<file path="src/core/pcr_pkg.sv">
/*
  package for the configuration access router: port offsets, address field
  positions, routing targets and reset values.
  assumes a single 250 MHz host clock and synchronous active-high reset.
*/
`default_nettype none
package pcr_pkg;
  localparam logic [15:0] ADDR_PORT_OFS   = 16'h0cf8;
  localparam logic [15:0] DATA_WIN_OFS    = 16'h0cfc;
  localparam int          ENABLE_BIT      = 31;
  localparam int          BUS_LSB         = 16;
  localparam int          DEV_LSB         = 11;
  localparam int          FUNC_LSB        = 8;
  localparam int          REG_LSB         = 2;
  localparam logic [31:0] ADDR_FIELD_MASK = 32'h80ff_fffc;
  localparam logic [31:0] ADDR_RESET      = 32'h0000_0000;
  localparam logic [4:0]  HUB_BRIDGE_DEV  = 5'h00;
  localparam logic [4:0]  GFX_BRIDGE_DEV  = 5'h01;
  localparam logic [7:0]  PRIMARY_BUS_NUM = 8'h00;
  localparam logic [1:0]  TYPE1_LOW_BITS  = 2'h1;
  localparam logic [1:0]  TYPE0_LOW_BITS  = 2'h0;
  localparam logic [3:0]  BE_DWORD        = 4'hf;
  localparam int          NUM_INT_DEV     = 2;

  typedef enum logic [2:0] {
    PCR_TGT_INTERNAL = 3'b000,
    PCR_TGT_HUB_T0   = 3'b001,
    PCR_TGT_HUB_T1   = 3'b010,
    PCR_TGT_GFX_T0   = 3'b011,
    PCR_TGT_GFX_T1   = 3'b100,
    PCR_TGT_HUB_IO   = 3'b101,
    PCR_TGT_NONE     = 3'b110
  } pcr_target_e;
endpackage
`default_nettype wire

</file>
<file path="src/core/pcr_if.sv">
/*
  interface joining the host processor end and the routing end.
  assumes both ends share one clock; the host holds a request until done.
*/
`default_nettype none
interface pcr_if (input wire logic clock);
  logic        io_req;
  logic        io_write;
  logic [15:0] io_addr;
  logic [3:0]  io_be;
  logic [31:0] io_wdata;
  logic        io_done;
  logic [31:0] io_rdata;
  modport host (input clock, output io_req, output io_write, output io_addr,
                output io_be, output io_wdata, input io_done, input io_rdata);
  modport router (input clock, input io_req, input io_write, input io_addr,
                  input io_be, input io_wdata, output io_done, output io_rdata);
endinterface
`default_nettype wire

</file>
<file path="src/core/pcr_router.sv">
/*
  configuration access router: address port and data window in host I/O
  space, routing of each configuration cycle to the internal devices, the
  hub link or the secondary graphics bus.
  assumes one host request at a time, held until io_done; far side
  completions are given by cfg_done.
*/
// Notes on behaviour
// - only mechanism one, no mechanism two
// - address port 0cf8-0cfb, data window 0cfc-0cff
// - address port loaded only by dword writes
// - cycles generated only while enable bit set
// - data window access becomes configuration cycle
// - bus number zero targets bus zero
// - hub bridge device 0, graphics bridge 1
// - enabled internal hits never reach hub link
// - disabled internal devices forwarded as type 0
// - out-of-range bus gives hub type 1, low 01
// - graphics bridge primary bus fixed zero
// - secondary bus gives graphics type 0, idsel
// - bus within subordinate range gives graphics type 1
// - internal registers take byte, word, dword lanes
// - full reset loads defaults, straps taken one cycle after release
// - software merges reserved bits except address port
// - software scans bus zero then assigns buses
// - device, function, register fields drive address
// - partial address port access passes through
// - internal devices ignore nonzero function numbers
`default_nettype none
module pcr_router
  import pcr_pkg::*;
#(
  parameter int IDSEL_BASE = 16
) (
  input  wire logic        clock,
  input  wire logic        sys_rst,
  pcr_if.router            link,
  input  wire logic [1:0]  int_dev_strap,
  input  wire logic [7:0]  secondary_bus_num,
  input  wire logic [7:0]  subordinate_bus_num,
  output logic             cfg_valid,
  output pcr_pkg::pcr_target_e cfg_target,
  output logic             cfg_write,
  output logic [31:0]      cfg_addr,
  output logic [3:0]       cfg_be,
  output logic [31:0]      cfg_wdata,
  output logic [31:0]      graphics_addr_data_lines,
  output logic [7:0]       gfx_primary_bus,
  output logic [1:0]       int_dev_enabled,
  input  wire logic        cfg_done,
  input  wire logic [31:0] cfg_rdata
);
  import pcr_pkg::*;

  // idsel lines sit above the function and register fields of a type 0 address;
  // a base above 31 would leave every device without a line
  if (IDSEL_BASE < 11 || IDSEL_BASE > 31) begin : g_bad_idsel_base
    $error("idsel base must lie between address bits 11 and 31");
  end

  logic [31:0] addr_port_q;
  logic        strap_taken_q;
  logic        pending_q;
  logic        cfg_space_enable;
  logic [7:0]  bus_num;
  logic [4:0]  dev_num;
  logic [2:0]  func_num;
  logic        hit_addr;
  logic        hit_data;
  logic        dword;
  pcr_target_e tgt_d;
  logic [31:0] addr_d;
  logic [31:0] idsel_d;

  assign cfg_space_enable = addr_port_q[ENABLE_BIT];
  assign bus_num  = addr_port_q[BUS_LSB +: 8];
  assign dev_num  = addr_port_q[DEV_LSB +: 5];
  assign func_num = addr_port_q[FUNC_LSB +: 3];
  // mechanism one only: the byte registers of the second scheme at 0cf8 and 0cfa
  // fall on the address port and so pass through as plain I/O
  assign hit_addr = (link.io_addr[15:2] == ADDR_PORT_OFS[15:2]);
  assign hit_data = (link.io_addr[15:2] == DATA_WIN_OFS[15:2]);
  // a dword access needs all four lanes at the aligned address
  assign dword    = (link.io_be == BE_DWORD) && (link.io_addr[1:0] == 2'h0);

  // one-hot idsel for the secondary bus: device n drives line IDSEL_BASE + n;
  // devices with no line left get a type 0 cycle that nobody claims
  for (genvar g = 0; g < 32; g++) begin : g_idsel
    if (g >= IDSEL_BASE) begin : g_line
      assign idsel_d[g] = (32'(dev_num) == 32'(g - IDSEL_BASE));
    end else begin : g_none
      assign idsel_d[g] = 1'b0;
    end
  end

  // routing decision from the address port contents
  always_comb begin
    tgt_d   = PCR_TGT_NONE;
    addr_d  = {addr_port_q[31:2], TYPE0_LOW_BITS};
    if (hit_addr && !dword) begin
      tgt_d  = PCR_TGT_HUB_IO;
      addr_d = {16'h0000, link.io_addr};
    end else if (hit_data && !cfg_space_enable) begin
      tgt_d  = PCR_TGT_HUB_IO;
      addr_d = {16'h0000, link.io_addr};
    end else if (hit_data) begin
      if (bus_num == PRIMARY_BUS_NUM) begin
        if (dev_num == HUB_BRIDGE_DEV || dev_num == GFX_BRIDGE_DEV) begin
          if (!int_dev_enabled[dev_num[0]]) begin
            tgt_d = PCR_TGT_HUB_T0;
          end else if (func_num == 3'h0) begin
            tgt_d = PCR_TGT_INTERNAL;
          end else begin
            tgt_d = PCR_TGT_NONE;
          end
        end else begin
          tgt_d = PCR_TGT_HUB_T0;
        end
      end else if (bus_num == secondary_bus_num) begin
        tgt_d = PCR_TGT_GFX_T0;
        addr_d = {21'h000000, addr_port_q[10:2], TYPE0_LOW_BITS} | idsel_d;
      end else if (bus_num > secondary_bus_num && bus_num <= subordinate_bus_num) begin
        tgt_d  = PCR_TGT_GFX_T1;
        addr_d = {8'h00, addr_port_q[23:2], TYPE1_LOW_BITS};
      end else begin
        tgt_d  = PCR_TGT_HUB_T1;
        addr_d = {8'h00, addr_port_q[23:2], TYPE1_LOW_BITS};
      end
    end
  end

  // address port: dword writes only, reserved bits kept at zero
  always_ff @(posedge clock) begin
    if (sys_rst) begin
      addr_port_q <= ADDR_RESET;
      // ignored until the straps are in, like every other request
    end else if (link.io_req && !pending_q && strap_taken_q && hit_addr && dword &&
                 link.io_write) begin
      addr_port_q <= link.io_wdata & ADDR_FIELD_MASK;
    end
  end

  // strap capture after reset release, never inside the reset branch
  always_ff @(posedge clock) begin
    if (sys_rst) begin
      strap_taken_q   <= 1'b0;
      int_dev_enabled <= 2'h0;
    end else if (!strap_taken_q) begin
      strap_taken_q   <= 1'b1;
      int_dev_enabled <= int_dev_strap;
    end
  end

  // one request per io_req; done pulses one cycle then waits for io_req low
  always_ff @(posedge clock) begin
    if (sys_rst) begin
      pending_q     <= 1'b0;
      cfg_valid     <= 1'b0;
      cfg_target    <= PCR_TGT_NONE;
      cfg_write     <= 1'b0;
      cfg_addr      <= 32'h0000_0000;
      cfg_be        <= 4'h0;
      cfg_wdata     <= 32'h0000_0000;
      graphics_addr_data_lines <= 32'h0000_0000;
      link.io_done  <= 1'b0;
      link.io_rdata <= 32'h0000_0000;
    end else begin
      link.io_done <= 1'b0;
      // pending_q blocks a second take of the same request until the host
      // drops io_req, so a held request is never turned into two cycles
      if (link.io_req && !pending_q && !link.io_done && strap_taken_q) begin
        pending_q <= 1'b1;
        if (hit_addr && dword) begin
          link.io_done  <= 1'b1;
          link.io_rdata <= link.io_write ? 32'h0000_0000 : addr_port_q;
        end else if (tgt_d == PCR_TGT_NONE) begin
          link.io_done  <= 1'b1; // ignored cycle reads as all ones
          link.io_rdata <= 32'hffff_ffff;
        end else begin
          cfg_valid  <= 1'b1;
          cfg_target <= tgt_d;
          cfg_write  <= link.io_write;
          cfg_addr   <= addr_d;
          cfg_be     <= link.io_be; // byte lanes pass unchanged
          cfg_wdata  <= link.io_wdata;
          graphics_addr_data_lines <= (tgt_d == PCR_TGT_GFX_T0) ? idsel_d : 32'h0000_0000;
        end
      end else if (cfg_valid && cfg_done) begin
        cfg_valid     <= 1'b0;
        graphics_addr_data_lines <= 32'h0000_0000;
        link.io_done  <= 1'b1;
        link.io_rdata <= cfg_write ? 32'h0000_0000 : cfg_rdata;
      end else if (!link.io_req) begin
        pending_q <= 1'b0;
      end
    end
  end

  // virtual graphics bridge primary bus is hardwired
  always_ff @(posedge clock) begin
    if (sys_rst) begin
      gfx_primary_bus <= PRIMARY_BUS_NUM;
    end else begin
      gfx_primary_bus <= PRIMARY_BUS_NUM;
    end
  end
endmodule // pcr_router
`default_nettype wire

</file>
<file path="src/flat_wrapper.sv">
// flat-port wrapper written by rule: the top's interface ports become plain ports
module pcr_router_flat import pcr_pkg::*;
#(
  parameter int IDSEL_BASE = 16
)
  (clock, sys_rst, int_dev_strap, secondary_bus_num, subordinate_bus_num, cfg_valid, cfg_target, cfg_write, cfg_addr, cfg_be, cfg_wdata, graphics_addr_data_lines, gfx_primary_bus, int_dev_enabled, cfg_done, cfg_rdata, link_io_req, link_io_write, link_io_addr, link_io_be, link_io_wdata, link_io_done, link_io_rdata);
  pcr_if link_i (.clock(clock));
  input  wire logic clock;
  input  wire logic sys_rst;
  input  wire logic [1:0] int_dev_strap;
  input  wire logic [7:0] secondary_bus_num;
  input  wire logic [7:0] subordinate_bus_num;
  output logic cfg_valid;
  output pcr_pkg::pcr_target_e cfg_target;
  output logic cfg_write;
  output logic [31:0] cfg_addr;
  output logic [3:0] cfg_be;
  output logic [31:0] cfg_wdata;
  output logic [31:0] graphics_addr_data_lines;
  output logic [7:0] gfx_primary_bus;
  output logic [1:0] int_dev_enabled;
  input  wire logic cfg_done;
  input  wire logic [31:0] cfg_rdata;
  input wire logic [$bits(link_i.io_req)-1:0] link_io_req;
  input wire logic [$bits(link_i.io_write)-1:0] link_io_write;
  input wire logic [$bits(link_i.io_addr)-1:0] link_io_addr;
  input wire logic [$bits(link_i.io_be)-1:0] link_io_be;
  input wire logic [$bits(link_i.io_wdata)-1:0] link_io_wdata;
  output wire logic [$bits(link_i.io_done)-1:0] link_io_done;
  output wire logic [$bits(link_i.io_rdata)-1:0] link_io_rdata;
  assign link_i.io_req = link_io_req;
  assign link_i.io_write = link_io_write;
  assign link_i.io_addr = link_io_addr;
  assign link_i.io_be = link_io_be;
  assign link_i.io_wdata = link_io_wdata;
  assign link_io_done = link_i.io_done;
  assign link_io_rdata = link_i.io_rdata;
  pcr_router #(.IDSEL_BASE(IDSEL_BASE)) u_core (.clock(clock), .sys_rst(sys_rst), .link(link_i), .int_dev_strap(int_dev_strap), .secondary_bus_num(secondary_bus_num), .subordinate_bus_num(subordinate_bus_num), .cfg_valid(cfg_valid), .cfg_target(cfg_target), .cfg_write(cfg_write), .cfg_addr(cfg_addr), .cfg_be(cfg_be), .cfg_wdata(cfg_wdata), .graphics_addr_data_lines(graphics_addr_data_lines), .gfx_primary_bus(gfx_primary_bus), .int_dev_enabled(int_dev_enabled), .cfg_done(cfg_done), .cfg_rdata(cfg_rdata));
endmodule
</file>
<file path="config.mk">
export PLATFORM = sky130hd
export DESIGN_NAME = pcr_router_flat
export DESIGN_NICKNAME = d
export VERILOG_FILES = /design/src/core/pcr_pkg.sv /design/src/core/pcr_if.sv /design/src/core/pcr_router.sv /design/src/flat_wrapper.sv
export SDC_FILE = /design/constraint.sdc
export NUM_CORES = 1
export LEC_CHECK = 0
export BUFFER_PORTS_ARGS = -buffer_cell sky130_fd_sc_hd__buf_2
export CORE_UTILIZATION = 36
export CTS_CLUSTER_DIAMETER = 80
export CTS_CLUSTER_SIZE = 30
export DETAILED_ROUTE_END_ITERATION = 12
export HOLD_SLACK_MARGIN = 0.08
export PLACE_DENSITY_LB_ADDON = 0.08
export SLEW_MARGIN = 15
export SYNTH_ARGS = -nofsm -noshare
export SYNTH_HDL_FRONTEND = slang
export SYNTH_SLANG_ARGS = --single-unit
</file>
<file path="constraint.sdc">
create_clock -name clock -period 4.3 [get_ports clock]
set_input_delay 0.43 -clock clock [delete_from_list [all_inputs] [get_ports clock]]
set_output_delay 0.43 -clock clock [all_outputs]
set_load 0.03 [all_outputs]
</file>
==> run summary <==
WL final = 21500 µm
P per Cell Area = 387 nW/µm²
core area = 17500 µm²
placed cells = 1194
maxcap violations = 0
post-layout min period = 3100 ps
clock tree root driver cell = clkbuf_16
Setup Skew = 9.44 ps
overall power = 3.22 mW
proportion of layout cells with a drive suffix above 1 = 28.9%
total die area = 18700 µm²
Achievable Freq = 0.322 GHz
RePlAce Congestion = 0.803
hold path depth = 3
worst slack at placement = 1170 ps
Yosys reg bits = 149
CP Capture Type = register
Final Non-Filler Cells = 1225
worst vdd ir = 0.272 mV
worst endpoint required time = 4640 ps
leakage = 3.63 nW
worst-path maximum fanout = 44
initial antenna violation count = 0
final instance area = 8320 µm²
ANT nets after route = 0
wire length per cell = 17.5 µm
Post-Syn Area per Cell = 8.28 µm²
unrepaired setup endpoints after global routing = false
Ports = 255
largest net degree at the start of global routing = 72
Buffers on Ports = 230
number of global-route vias before repair = 5712
first-pass GRT wire length = 32200 µm
Starting DRT DRC Count = 384
cells on worst reg2reg path = 9
post-cts resize count = 0
final hold violation count = 0
Cell Area, Synth = 6530 µm²
clock sinks = 149
commonest non-fill, non-tap cell in the layout = buf_2
final setup margin = 1200 ps
fin. max-slew vios = 0
Via density = 5.18
worst-skew pair later-pin latency = 420 ps
Yosys cell types = 51
Max clock buf depth = 2
placed instance area = 7730 µm²
Worst Setup Path Type = reg -> reg
Area Growth Syn to Fin = 27.5%
DRC = 0
hold crit path type = in -> reg
post-DP HPWL = 15100 µm
CTS tree = yes
RR Startpoint = u_core.addr_port_q[16]
period utilisation layout = 72.2%
Via Count = 6343
WHS Endpoint = u_core.int_dev_enabled[1]
Async S/R FF share, synth = 0%
Layout Nets = 1111
HP Start = int_dev_strap[1]
Antenna diodes = 0
Syn Inst Count = 789
CP Launch Type = register
number of setup violations in the final report = 0
gr ovfl total = 0
row cnt = 48
# H-tree levels = 4
most frequent cells in the layout = 229 x buf_2, 166 x nand2_1, 149 x dfxtp_1
TritonCTS Buffers = 17
yosys warns = 0
crit path DAT = 3440 ps
Die Span X = 137 µm
Reg clk slew, reported paths = 60 ps
Post-synth EDFFs = 0
Post-CTS Setup Bufs = 0
Rel. slew slack = 23.5%
R2R Setup Slk = 1200 ps
Global Route Usage Sum = 22.7%
Die Ht = 137 µm
Initial Utilization = 37.4%
drt first pass iters = 5
hold_buf cts = 0
reg-to-reg endpoint = u_core.cfg_addr[0]
dominant synthesized flop cell = dfxtp_1
aggregate negative setup slack = 0 ps
status = finished, final reports clean
post-synthesis sequential area ratio = 45.7%
Worst Tran Pin Value = 1140 ps
==> worst max-delay path: stages (launching register included) <==
cell	delay [ps]
dfxtp_1	540
inv_1	130
ha_1	300
nand4_1	160
nor2_1	120
o211ai_1	420
a31o_4	560
buf_4	520
nand2_1	120
a21oi_1	140
==> report_power, final <==
part / switching [mW] / total [mW] / internal [mW]
sequential: 0.0133 / 1.42 / 1.40
combinational: 0.188 / 0.279 / 0.0911
clock: 0.593 / 1.52 / 0.931
==> cells by family after synthesis <==
group / Yosys count / synth area share, %
other cells: 1 / 0.0574
simple gates: 279 / 19.8
buf+inv: 99 / 7.93
mux: 3 / 0.479
compound gates: 242 / 23.0
flops: 149 / 45.7
fa+ha+maj: 16 / 3.07
==> routing by layer <==
layer / part of all wire, % / GRT usage (%) / up-vias
met3: 7.1 / 5.63 / 11
met1: 47 / 32.7 / 2943
met2: 45 / 34.2 / 240
met4: 0.54 / 4.38 / 0
li1: - / - / 3149
met5: 0 / 0 / -
==> cell usage after synthesis, types with 14 or more instances <==
cell | n | share of area [%]
nor2_1 | 14 | 0.80
nand3_1 | 40 | 3.1
o21ai_0 | 27 | 2.1
ha_1 | 16 | 3.1
a21oi_1 | 115 | 8.8
dfxtp_1 | 149 | 46
a211oi_1 | 34 | 3.9
nand2_1 | 166 | 9.5
inv_1 | 16 | 0.92
a22oi_1 | 23 | 2.6
buf_2 | 14 | 1.1
buf_4 | 34 | 3.9
clkbuf_1 | 32 | 1.8
==> how the worst max path moves through the flow <==
stage	cells after the start	end	from	slack (ps)
after floorplan	11	u_core.graphics_addr_data_lines[16]	secondary_bus_num[5]	2080
after global placement	8	u_core.cfg_wdata[3]	link_io_addr[13]	1260
after detailed placement	8	u_core.cfg_wdata[23]	link_io_addr[13]	1170
after CTS	9	u_core.cfg_wdata[14]	u_core.addr_port_q[16]	1220
after global routing	9	u_core.cfg_wdata[24]	u_core.addr_port_q[16]	950
final	9	u_core.cfg_addr[0]	u_core.addr_port_q[16]	1200
==> layout make-up <==
cell class,instances,area (µm²)
multi-input cells,564,3150
clock inverters,10,146
inverters,16,60.1
repair buffers,240,1250
clock buffers,21,450
flip-flops and latches,149,2980
fillers,1773,9150
well taps,225,282
==> registers in the layout (all words and copies together) (netlist names) <==
name	cells
u_core.cfg_write	1
u_core.cfg_be	4
u_core.pending_q	1
u_core.strap_taken_q	1
u_core.graphics_addr_data_lines	16
u_core.cfg_addr	32
u_core.link.io_rdata	32
u_core.cfg_wdata	32
u_core.cfg_target	3
u_core.addr_port_q	23
u_core.int_dev_enabled	2
u_core.link.io_done	1
u_core.cfg_valid	1
==> per-stage QoR <==
| stage | hold slack [ps] | utilization, % |
|---|---|---|
| 2_1_floorplan | 441 | - |
| 5_1_grt | 238 | 47.6 |
| 3_3_place_gp | 434 | 44.2 |
| 3_5_place_dp | 440 | 44.2 |
| 6_report | 248 | 47.6 |
| 4_1_cts | 233 | 47.6 |
(Power assumes the default switching activity.)
